File: config.mk
export PLATFORM = sky130hd
export DESIGN_NAME = sbd_decode
export DESIGN_NICKNAME = d
export VERILOG_FILES = /design/src/sbd_edge.v /design/src/sbd_decode.v
export VERILOG_INCLUDE_DIRS = /design/src
export SDC_FILE = /design/constraint.sdc
export NUM_CORES = 1
export LEC_CHECK = 0
export ABC_AREA = 1
export CORE_ASPECT_RATIO = 0.8
export CORE_MARGIN = 5
export CORE_UTILIZATION = 53
export DETAILED_ROUTE_END_ITERATION = 8
export DONT_BUFFER_PORTS = 1
export PLACE_DENSITY = 0.7
export SYNTH_ARGS = -nofsm -noshare
export SYNTH_HDL_FRONTEND = slang
export SYNTH_SLANG_ARGS = --single-unit
File: constraint.sdc
create_clock -name mclk_i -period 1 [get_ports mclk_i]
set_input_delay 0.2 -clock mclk_i [delete_from_list [all_inputs] [get_ports mclk_i]]
set_output_delay 0.2 -clock mclk_i [all_outputs]
set_load 0.02 [all_outputs]
File: src/sbd_consts.vh
// Function
// - The scheme select level chooses address-latch strobe when low and address/data indicator when high, in either bus mode.
// - With select low at power-up, the address on the multiplexed bus is captured at each falling edge of the latch strobe.
// - The select level is taken at power-up; if high, the shared strobe pin is an address/data indicator used to interpret each write.
// - In indicator mode the indicator is sampled at the write strobe rising edge: high means address, low means data (split bus only).
`ifndef SBD_CONSTS_VH
`define SBD_CONSTS_VH
`define SBD_AD_W 8
`define SBD_ADDR_RST 8'h00
`define SBD_DATA_RST 8'h00
`define SBD_SCHEME_LATCH 1'b0
`define SBD_SCHEME_IND 1'b1
`endif

File: src/sbd_edge.v
`timescale 1ns/1ps
`include "sbd_consts.vh"
// registers a pin level and reports its rising and falling edges
module sbd_edge
(
   input wire mclk_i,
   input wire rst_n_i,
   input wire pin_i,
   output wire rise_o,
   output wire fall_o
);
   reg last_ff;

   always @(posedge mclk_i)
   begin
      if (!rst_n_i)
         last_ff <= 1'b1;
      else
         last_ff <= pin_i;
   end

   assign rise_o = pin_i & ~last_ff;
   assign fall_o = ~pin_i & last_ff;
endmodule

File: src/sbd_decode.v
`timescale 1ns/1ps
`include "sbd_consts.vh"
// address/data separation on the multiplexed bus
module sbd_decode
#(
   parameter AD_W = `SBD_AD_W
)
(
   input wire mclk_i,
   input wire rst_n_i,
   input wire split_bus_mode_i,
   input wire bus_scheme_select_i,
   input wire shared_strobe_pin_i,
   input wire wr_n_i,
   input wire [AD_W-1:0] ad_i,
   output wire scheme_o,
   output wire [AD_W-1:0] reg_addr_o,
   output wire addr_valid_o,
   output wire [AD_W-1:0] reg_data_o,
   output wire data_strobe_o
);
   reg scheme_ff;
   reg strap_done_ff;
   reg [AD_W-1:0] addr_ff;
   reg addr_valid_ff;
   reg [AD_W-1:0] data_ff;
   reg data_stb_ff;
   wire strb_fall;
   wire wr_rise;
   wire take_addr;
   wire take_data;

   sbd_edge u_strobe_edge
   (
      .mclk_i(mclk_i),
      .rst_n_i(rst_n_i),
      .pin_i(shared_strobe_pin_i),
      .rise_o(),
      .fall_o(strb_fall)
   );

   sbd_edge u_wr_edge
   (
      .mclk_i(mclk_i),
      .rst_n_i(rst_n_i),
      .pin_i(wr_n_i),
      .rise_o(wr_rise),
      .fall_o()
   );

   // strap caught once, at the first edge after reset release
   always @(posedge mclk_i)
   begin
      if (!rst_n_i)
      begin
         scheme_ff <= `SBD_SCHEME_IND;
         strap_done_ff <= 1'b0;
      end
      else if (!strap_done_ff)
      begin
         scheme_ff <= bus_scheme_select_i;
         strap_done_ff <= 1'b1;
      end
   end

   // latch scheme: falling strobe edge carries the address
   // indicator scheme: level at write rising edge picks addr/data
   assign take_addr = strap_done_ff &
      ((scheme_ff == `SBD_SCHEME_LATCH) ? strb_fall
       : (wr_rise & shared_strobe_pin_i));
   assign take_data = strap_done_ff & split_bus_mode_i & wr_rise &
      ((scheme_ff == `SBD_SCHEME_LATCH) | ~shared_strobe_pin_i);

   always @(posedge mclk_i)
   begin
      if (!rst_n_i)
      begin
         addr_ff <= `SBD_ADDR_RST;
         addr_valid_ff <= 1'b0;
         data_ff <= `SBD_DATA_RST;
         data_stb_ff <= 1'b0;
      end
      else
      begin
         if (take_addr)
         begin
            addr_ff <= ad_i;
            addr_valid_ff <= 1'b1;
         end
         data_stb_ff <= take_data;
         if (take_data)
            data_ff <= ad_i;
      end
   end

   assign scheme_o = scheme_ff;
   assign reg_addr_o = addr_ff; // held for all data bytes
   assign addr_valid_o = addr_valid_ff;
   assign reg_data_o = data_ff;
   assign data_strobe_o = data_stb_ff;
endmodule

# Word-level counts from Yosys, hierarchy flattened
# Index checks and enable logic that the tools add are counted.
[classes]
muxes = 2
n_bitwise = 11
[ops]
columns = ["operator", "count"]
rows = [
  ["$and A1 B1 Y1", 7],
  ["$not A1 Y1", 3],
  ["$mux W1", 2],
  ["$or A1 B1 Y1", 1],
]
[word_totals]
elab_cells = 21
in_bits = 14
register_bits = 22

# Logic depth before layout (Yosys ltp)
# Gate-level depths: netlist (run 1).
[logic_depth]
word_depth = 5
mapped_depth = 7
depth_no_buf = 6

# By module
# A second synthesis (run 1) with hierarchy kept.
[hier_totals]
hier_cells = 136
hier_area_um2 = 904.6
[by_module_without_submodules]
columns = ["module", "area_per_inst_um2", "n_inst", "cells_each", "seq_area_each_um2"]
rows = [
  ["sbd_decode", 827.0, 1, 124, 400.4],
  ["sbd_edge", 38.8, 2, 6, 20.0],
]

# Least setup slack after synthesis (run 1)
# Ideal clock, no wire load.
[synth_path]
kind = "flip-flop to flip-flop"
start = "reg scheme_ff, in the netlist scheme_o"
end = "reg addr_ff[0], in the netlist reg_addr_o[0]"
path_slack_ns = -0.134
stages_incl_launch_ff = 7
synth_period_minus_slack_ns = 1.134
n_path_buf = 1
setup_time_ns = 0.115
t_arrival_ns = 1.019
cell_sequence = "dfxtp_1 -> nand2_1 -> inv_1 -> nand2_2 -> buf_6 -> a21oi_1 -> nor2_1"
[synth_via]
elab_chain_len = 2
[synth_lines]
columns = ["item", "line", "text"]
rows = [
  ["start, declared", "sbd_decode.v:22", "reg scheme_ff;"],
  ["start signal, assigned", "sbd_decode.v:56", "scheme_ff <= `SBD_SCHEME_IND;"],
  ["start signal, assigned", "sbd_decode.v:61", "scheme_ff <= bus_scheme_select_i;"],
  ["$mux W1", "sbd_decode.v:69", "((scheme_ff == `SBD_SCHEME_LATCH) ? strb_fall"],
  ["$and A1 B1 Y1", "sbd_decode.v:68", "assign take_addr = strap_done_ff &"],
  ["end signal, assigned", "sbd_decode.v:78", "addr_ff <= `SBD_ADDR_RST;"],
  ["end signal, assigned", "sbd_decode.v:87", "addr_ff <= ad_i;"],
  ["end, declared", "sbd_decode.v:24", "reg [AD_W-1:0] addr_ff;"],
]
# Every way passes these cells.
# A chain may end at the register's enable or synchronous reset.

# Worst setup path after layout (run 1)
[layout_path]
start = "reg strap_done_ff"
end = "reg addr_ff[5], in the netlist reg_addr_o[5]"
[layout_via]
elab_chain_len = 1
[layout_lines]
columns = ["item", "line", "text"]
rows = [
  ["start, declared", "sbd_decode.v:23", "reg strap_done_ff;"],
  ["start signal, assigned", "sbd_decode.v:57", "strap_done_ff <= 1'b0;"],
  ["start signal, assigned", "sbd_decode.v:62", "strap_done_ff <= 1'b1;"],
  ["$and A1 B1 Y1", "sbd_decode.v:68", ""],
]
# Every way passes these cells.

==> results of run 1 <==
-- per-layer routing --
layer  vias up  part of all wire, %  track usage [%]
li1        416                    -                -
met4         0                  1.1            5.687
met2        25                   49            33.18
met5         -                    0                0
met1       374                   40            17.13
met3         5                   10            8.242
-- state kept, by name, indices dropped and copies added (netlist names) --
register,count
reg_addr_o,8
addr_valid_o,1
scheme_o,1
reg_data_o,8
u_wr_edge.last_ff,1
data_strobe_o,1
u_strobe_edge.last_ff,1
strap_done_ff,1
-- power breakdown --
part | internal (mW) | switching, mW
logic | 0.0835 | 0.0918
clock network | 0.406 | 0.280
registers | 0.909 | 0.0318
total | 1.40 | 0.403
-- final cells by class --
cell class | count | area share (%)
multi-input cells | 83 | 36.43
inverters | 22 | 6.587
flip-flops and latches | 22 | 37.43
repair buffers | 14 | 13.17
well taps | 22 | 2.196
clock inverters | 1 | 2.395
clock buffers | 3 | 1.796
-- what timing repair did --
item / 4_1_cts / 5_1_grt
hold endpoints to repair: 21 / 20
pin swaps: 3 / 4
buffers inserted: 1 / 1
resized for setup: 24 / 15
gates cloned: 2 / 0
setup endpoints to repair: 30 / 31
-- worst min-delay path by stage --
stage | from | end
4_1_cts | rst_n_i | strap_done_ff$_DFF_P_
3_3_place_gp | rst_n_i | strap_done_ff$_DFF_P_
6_report | rst_n_i | strap_done_ff$_DFF_P_
5_1_grt | rst_n_i | strap_done_ff$_DFF_P_
3_5_place_dp | rst_n_i | strap_done_ff$_DFF_P_
2_1_floorplan | rst_n_i | strap_done_ff$_DFF_P_
-- synthesized netlist by cell type, drive strengths merged --
| cell | n | area, um2 |
|---|---|---|
| nand2 | 32 | 125.1 |
| nor2 | 29 | 118.9 |
| dfxtp | 22 | 440.4 |
| inv | 22 | 82.58 |
| a21oi | 8 | 40.04 |
| nand3 | 8 | 45.04 |
| buf | 4 | 41.29 |
| nand3b | 2 | 15.01 |
| clkbuf | 1 | 3.750 |
| nor3b | 1 | 7.510 |
| o21ai | 1 | 5.000 |
-- stage by stage --
step	worst slack, ps	util, %	power [mW]	instances
3_5_place_dp	-72.30	63.98	1.090	157
4_1_cts	-84.33	73.34	1.812	166
6_report	-105.7	76.31	1.801	167
2_1_floorplan	-44.37	-	1.063	130
5_1_grt	-178.8	76.31	1.890	167
3_3_place_gp	-24.52	63.98	1.084	157
-- cell families (layout without fill, tap and decap cells) --
kind of cell,count (synthesis),in the layout,share of synthesized area [%]
buffers and inverters,27,40,13.80
AO/OA/AOI/OAI,9,9,4.871
flip-flops,22,22,47.63
AND/OR/NAND/NOR,72,74,33.69
-- critical path, cell delays in order, from the launching register on --
cell and delay, ps:
dfxtp_2 380, inv_2 50, nor2_4 220, nand2_4 150, nand3_2 100, nand2_1 50, nor2_1 90
==> impl_metrics.env, run 1 <==
export IMPL_numCtsBuffers=3
export IMPL_regArea_um2=469.2
export IMPL_crit_type="reg2reg"
export IMPL_rsz0062_at_grt="yes"
export IMPL_fin_skew_ps=6.270
export IMPL_fillers=126
export IMPL_row_count=13
export IMPL_grt_start_max_net_pins=23
export IMPL_relSlewSlack_pct=84.67
export IMPL_die_h_um=47.36
export IMPL_grt_antenna_before_repair=0
export IMPL_power_leakage_nw=0.6415
export IMPL_max_freq_mhz=904.4
export IMPL_reg2reg_depth=6
export IMPL_portBuffers=0
export IMPL_cts_sinks=22
export IMPL_r2r_start="strap_done_ff$_DFF_P_"
export IMPL_clk_pin_slew_ps=130
export IMPL_seq_area_frac_synth_pct=47.63
export IMPL_die_width_um=56.70
export IMPL_ioPinCount=33
export IMPL_cts_tree="built"
export IMPL_setup_ws_ps=-105.7
export IMPL_setup_viol=18
export IMPL_stdcell_area_mm2=0.001254
export IMPL_synthCells=130
export IMPL_ant_nets=0
export IMPL_initial_utilization_pct=56.28
export IMPL_antenna_cells=0
export IMPL_synth_warning_count=0
export IMPL_critical_path_required_ps=1260
export IMPL_root_buffer="clkbuf_4"
export IMPL_grt_overflow=0
export IMPL_multi_input_area_um2=456.7
export IMPL_r2r_slack_ps=-110
export IMPL_die_area_mm2=0.002685
export IMPL_worstPathMaxFanout=8
export IMPL_wl_um=2144
export IMPL_hold_class="in2reg"
export IMPL_synth_fp_nets=144
export IMPL_peakVddDrop_mv=1.033
export IMPL_area_delta_synth_final_pct=35.59
export IMPL_cp_start_kind="register"
export IMPL_design_core_area_mm2=0.001643
export IMPL_nets=160
export IMPL_ys_types=16
export IMPL_fin_crit_ps=1106
export IMPL_r2r_end="reg_addr_o[5]$_SDFFE_PN0P_"
export IMPL_grt_use_total_pct=17.34
export IMPL_endpoint="reg_addr_o[5]$_SDFFE_PN0P_"
export IMPL_outcome="complete, but fails checks"
export IMPL_first_iter_violations=9
export IMPL_maxCapViolations=0
export IMPL_tightest_slew_ps=229.4
export IMPL_final_common_cell="nand2_1"
export IMPL_hold_viol=18
export IMPL_violations="hold timing, setup timing"
export IMPL_htree_levels=1
export IMPL_arrival_ps=1360
export IMPL_clk_latency_ps=320
export IMPL_layout_drive_gt1_share_pct=42.07
export IMPL_route_detailed_drc=0
export IMPL_ys_seq_elements=22
export IMPL_holdWs_ps=-106.0
export IMPL_globalplace_congestion=0.7660
export IMPL_hpwl_um=1344
export IMPL_layout_common_cells="nand2_1, nor2_1, inv_1"
export IMPL_vias=820
export IMPL_syn_area_um2=924.6
export IMPL_ctsLongestPathBuffers=2
export IMPL_tns_ps=-1444
export IMPL_holdPathStages=0
export IMPL_first_pass_iters=3
export IMPL_postSynthAreaPerCell_um2=7.113
export IMPL_wl_per_cell_um=12.84
export IMPL_grt_pass1_wl_um=3539
export IMPL_power_density_mw_per_mm2=1436
export IMPL_crit_start="strap_done_ff$_DFF_P_"
export IMPL_holdBufCountCts=2
export IMPL_grt_pass1_vias=830
export IMPL_drv_slew=0
export IMPL_fin_crit_sh_pct=110.6
export IMPL_dpl_cell_area_mm2=0.001051
export IMPL_worstSetupEndpointType="register"
export IMPL_viasPerCell=4.910
No activity file was read; power rests on OpenSTA's default activity.
==> run 2: changes to the inputs <==
Settings changed: GPL_TIMING_DRIVEN set to 0, REMOVE_ABC_BUFFERS set to 1.
==> run 2 against run 1 <==
Net effect:
- the flow still finishes with violations (hold timing, setup timing)
- die area unchanged
- clock skew decreased by 2.5 ps
- final cell count fell by 5.4%
- clock-buffer cell count unchanged
- flip-flop and latch count did not move
- clock power shrank 42%
- highest routed layer unchanged
==> impl_metrics.env, run 2 (synthesized netlist as in run 1, its figures left out) <==
export IMPL_ant_nets=0
export IMPL_rsz0062_at_grt="yes"
export IMPL_max_stage_delay_ps=390
export IMPL_antenna_cells=0
export IMPL_fin_crit_ps=1101
export IMPL_wl_per_cell_um=13.91
export IMPL_maxCapViolations=0
export IMPL_grt_antenna_before_repair=0
export IMPL_fin_skew_ps=3.787
export IMPL_hold_viol=15
export IMPL_cts_sinks=22
export IMPL_htree_levels=1
export IMPL_die_h_um=47.36
export IMPL_vias=795
export IMPL_wl_um=2197
export IMPL_design_core_area_mm2=0.001643
export IMPL_violations="hold timing, setup timing"
export IMPL_holdBufCountCts=2
export IMPL_layout_common_cells="nor2_1, nand2_1, inv_1"
export IMPL_first_pass_iters=4
export IMPL_worstSetupEndpointType="register"
export IMPL_setup_viol=17
export IMPL_total_power_mw=1.494
export IMPL_grt_pass1_vias=779
export IMPL_worstPathMaxFanout=4
export IMPL_ctsLongestPathBuffers=2
export IMPL_grt_use_total_pct=17.79
export IMPL_final_common_cell="nor2_1"
export IMPL_grt_overflow=0
export IMPL_switching_share_pct=25.90
export IMPL_clk_pin_slew_ps=120
export IMPL_dpl_cell_area_um2=907.1
export IMPL_setup_ws_ps=-100.9
export IMPL_fillers=141
export IMPL_hpwl_um=1220
export IMPL_area_delta_synth_final_pct=25.03
export IMPL_layout_drive_gt1_share_pct=41.18
export IMPL_max_freq_mhz=908.3
export IMPL_fin_crit_sh_pct=110.1
export IMPL_peakVddDrop_mv=1.320
export IMPL_portBuffers=0
export IMPL_holdWs_ps=-81.89
export IMPL_ioPinCount=33
export IMPL_crit_type="reg2reg"
export IMPL_critical_path_required_ps=1210
export IMPL_die_area_mm2=0.002685
export IMPL_r2r_slack_ps=-100
export IMPL_p_switching_mw=0.3870
export IMPL_crit_chain="inv_2 > nor2_4 > nand2_2 > a21oi_2 > nor2_1"
export IMPL_outcome="complete, but fails checks"
export IMPL_cp_start_kind="register"
export IMPL_crit_slowest_cell="dfxtp_4"
export IMPL_tightest_slew_ps=235.2
export IMPL_cts_tree="built"
export IMPL_initial_utilization_pct=56.28
export IMPL_grt_start_max_net_pins=23
export IMPL_p_seq_share_pct=64.0
export IMPL_globalplace_congestion=0.7353
export IMPL_root_buffer="clkbuf_4"
export IMPL_nets=152
export IMPL_arrival_ps=1310
export IMPL_p_comb_share_pct=9.4
export IMPL_die_width_um=56.70
export IMPL_clkPwrFrac_pct=26.6
export IMPL_stdcell_area_mm2=0.001156
export IMPL_row_count=13
export IMPL_first_iter_violations=9
export IMPL_hold_class="in2reg"
export IMPL_viasPerCell=5.032
export IMPL_clk_latency_ps=300
export IMPL_grt_pass1_wl_um=3519
export IMPL_p_int_mw=1.107
export IMPL_route_detailed_drc=0
export IMPL_relSlewSlack_pct=84.30
export IMPL_numCtsBuffers=3
export IMPL_power_leakage_nw=0.5892
export IMPL_power_density_mw_per_mm2=1293
export IMPL_drv_slew=0
-- run 2: changes by cell type in the layout (fill, tap and decap cells not counted), moves of 2 or more --
cell	before	now
a21oi_1	0	3
a21oi_2	8	5
buf_4	2	0
buf_6	8	1
dfxtp_1	1	3
dfxtp_2	20	17
nand2_1	29	23
nand2_2	2	7
nand2_4	3	6
-- run 2: power by group through the flow --
stage               registers, mW  logic [mW]  clock network (mW)
floorplan                   0.966      0.0752                   0
global placement            0.970      0.0817                   0
detailed placement          0.972      0.0848                   0
CTS                         0.954       0.129               0.409
global route                0.961       0.156               0.464
finish                      0.957       0.140               0.398
-- run 2: through the flow --
step / hold slack, ps / setup TNS, ps / utilization, % / std cells / setup WS (ps)
finish: -81.89 / -1246 / 70.37 / 158 / -100.9
global route: -120.5 / -2260 / 70.37 / 158 / -173.2
CTS: -93.26 / -1327 / 67.63 / 158 / -105.3
detailed placement: 229.0 / -3889 / 55.22 / 147 / -253.5
global placement: 229.5 / -3568 / 55.22 / 147 / -226.5
floorplan: 227.7 / -1447 / - / 125 / -89.51
-- run 2: final timing paths --
check	startpoint	end	cells after the start
hold reg to reg	reg_data_o[0]$_SDFFE_PN0P_	reg_data_o[0]$_SDFFE_PN0P_	2
setup reg to reg	strap_done_ff$_DFF_P_	reg_addr_o[6]$_SDFFE_PN0P_	5
setup / recovery	strap_done_ff$_DFF_P_	reg_addr_o[6]$_SDFFE_PN0P_	5
hold / removal	rst_n_i	strap_done_ff$_DFF_P_	0
-- run 2: layout make-up --
cell class | count | area (um2) | share of cell area (%)
inverters | 22 | 85.08 | 7.359
well taps | 22 | 27.53 | 2.381
flip-flops and latches | 22 | 469.2 | 40.58
multi-input cells | 85 | 500.5 | 43.29
clock buffers | 3 | 22.52 | 1.948
repair buffers | 4 | 51.30 | 4.437
-- run 2: worst max-delay path, delay by kind of cell, from the launching register on --
family                 cells  cell delay [ps]
DFF                        1              390
buffers and inverters      1               40
and+or+nand+nor            3              400
AOI/OAI and AO/OA          1              170
-- run 2: metal layers --
metal	track usage, %	up-vias	wire length (um)
li1	-	406	-
met1	18.03	361	895
met2	32.49	26	1082
met3	9.066	2	207
met4	6.635	0	12
met5	0	-	0
-- run 2: what timing repair did --
action	4_1_cts	5_1_grt
endpoints found under the setup margin	18	34
cloned	4	0
hold endpoints to repair	17	17
resized for setup	29	26
pin swaps	7	14
setup buffers	2	0
==> run 3: changes to the inputs <==
Settings changed: CORE_UTILIZATION 53 to 40, PLACE_DENSITY 0.7 to 0.55.
==> run 3 against run 2 <==
Net effect:
- the flow still finishes with violations (hold timing, setup timing)
- first-iteration DRC count grew to 2.8 times the previous value
- die area grew 26%
- wire length grew 7.4%
- sequential share of layout area shrank 0.86 points
- fmax shrank 2.3%
- sequential power is essentially flat
- global-route usage shrank 4.0 points
- non-clock buffer count grew 2
- clock-buffer cell count is the same
- worst hold slack lost 1.8 ps
- flip-flop and latch count is the same
- total power grew 0.20%
- critical endpoint is now reg_data_o[7]$_SDFFE_PN0P_
- largest cell class unchanged
- largest power group unchanged
==> impl_metrics.env, run 3 (synthesized netlist as in run 1, its figures left out) <==
export IMPL_rsz0062_at_grt="yes"
export IMPL_setup_ws_ps=-126.7
export IMPL_relSlewSlack_pct=84.75
export IMPL_antenna_cells=0
export IMPL_die_area_mm2=0.003379
export IMPL_first_iter_violations=25
export IMPL_first_pass_iters=4
export IMPL_root_buffer="clkbuf_4"
export IMPL_fin_crit_ps=1127
export IMPL_violations="hold timing, setup timing"
export IMPL_route_detailed_drc=0
export IMPL_drv_slew=0
export IMPL_row_count=15
export IMPL_power_leakage_nw=0.5919
export IMPL_crit_slowest_cell="dfxtp_2"
export IMPL_cp_start_kind="register"
export IMPL_maxCapViolations=0
export IMPL_layout_drive_gt1_share_pct=39.13
export IMPL_max_stage_delay_ps=350
export IMPL_cts_tree="built"
export IMPL_grt_antenna_before_repair=0
export IMPL_wl_per_cell_um=14.47
export IMPL_initial_utilization_pct=42.47
export IMPL_grt_overflow=0
export IMPL_wl_um=2359
export IMPL_clk_pin_slew_ps=120
export IMPL_die_width_um=63.76
export IMPL_setup_viol=18
export IMPL_ant_nets=0
export IMPL_peakVddDrop_mv=1.296
export IMPL_clk_latency_ps=310
export IMPL_max_freq_mhz=887.5
export IMPL_crit_top_cell="nand2_1"
export IMPL_power_density_mw_per_mm2=1275
export IMPL_critical_path_required_ps=1210
export IMPL_ioPinCount=33
export IMPL_globalplace_congestion=0.7008
export IMPL_crit_chain="nand3b_1 > nor2_4 > buf_12 > nand2_1 > nand2_1 > nor2_1"
export IMPL_nets=154
export IMPL_portBuffers=0
export IMPL_grt_pass1_wl_um=3581
export IMPL_arrival_ps=1340
export IMPL_outcome="complete, but fails checks"
export IMPL_hold_class="in2reg"
export IMPL_grt_use_total_pct=13.74
export IMPL_hold_viol=14
export IMPL_area_delta_synth_final_pct=27.06
export IMPL_worstPathMaxFanout=8
export IMPL_grt_start_max_net_pins=23
export IMPL_grt_pass1_vias=807
export IMPL_fin_crit_sh_pct=112.7
export IMPL_hpwl_um=1315
export IMPL_htree_levels=1
export IMPL_layout_common_cells="nor2_1, nand2_1, inv_1"
export IMPL_ctsLongestPathBuffers=2
export IMPL_die_h_um=53
export IMPL_vias=799
export IMPL_worstSetupEndpointType="register"
export IMPL_viasPerCell=4.902
export IMPL_holdWs_ps=-83.65
export IMPL_total_power_mw=1.497
export IMPL_holdBufCountCts=2
export IMPL_numCtsBuffers=3
export IMPL_fin_skew_ps=9.070
export IMPL_tightest_slew_ps=228.4
export IMPL_crit_type="reg2reg"
export IMPL_cts_sinks=22
export IMPL_design_core_area_mm2=0.002177
## run 3: per-layer routing
| metal | track usage, % | vias up | part of all wire (%) |
|---|---|---|---|
| li1 | - | 406 | - |
| met1 | 13.04 | 364 | 41 |
| met2 | 24.83 | 25 | 48 |
| met3 | 8.068 | 4 | 9.5 |
| met4 | 4.844 | 0 | 1.1 |
| met5 | 0 | - | 0 |
## run 3: area by class of cell
class	count	area (um2)
timing repair buffer	6	80.08
fill	211	1002
multi-input combinational	85	491.7
clock buffer	3	22.52
inverter	22	82.58
sequential	22	466.7
tap	25	31.28
## run 3: report_power, final
group | switching, mW | leakage [nW] | internal (mW) | total, mW
clock network | 0.263 | 0.0138 | 0.141 | 0.404
logic | 0.0767 | 0.392 | 0.0596 | 0.136
registers | 0.0499 | 0.186 | 0.907 | 0.957
total | 0.390 | 0.592 | 1.11 | 1.50
## run 3: worst max-delay path: cells and delay by family, from the launching register on
family / cells / cell delay (ps)
buffers and inverters: 1 / 150
and+or+nand+nor: 5 / 520
DFF: 1 / 350
## run 3: repair_timing
| action | 4_1_cts | 5_1_grt |
|---|---|---|
| resized for setup | 6 | 43 |
| setup endpoints to repair | 18 | 34 |
| hold endpoints to repair | 19 | 19 |
| gates cloned | 1 | 4 |
| pin swaps | 2 | 12 |
| buffers inserted | 2 | 1 |
## run 3: path summary, 6_finish.rpt
check                               startpoint                          to  slack (ps)  depth (start not counted)
setup / recovery  u_wr_edge.last_ff$_SDFF_PN1_  reg_data_o[7]$_SDFFE_PN0P_        -130                          6
hold reg to reg     reg_data_o[2]$_SDFFE_PN0P_  reg_data_o[2]$_SDFFE_PN0P_         540                          2
hold / removal                         rst_n_i       strap_done_ff$_DFF_P_         -80                          0
setup reg to reg  u_wr_edge.last_ff$_SDFF_PN1_  reg_data_o[7]$_SDFFE_PN0P_        -130                          6
## run 3: per-stage QoR
stage	setup WS (ps)	setup TNS (ps)	area (um2)	util, %	instances
4_1_cts	-93.46	-1323	1005	46.15	158
3_5_place_dp	-281.8	-4329	910.9	41.84	150
6_report	-126.7	-1493	1175	53.97	163
5_1_grt	-156.4	-2378	1175	53.97	163
3_3_place_gp	-242.1	-3913	910.9	41.84	150
2_1_floorplan	-89.51	-1447	879.6	-	125
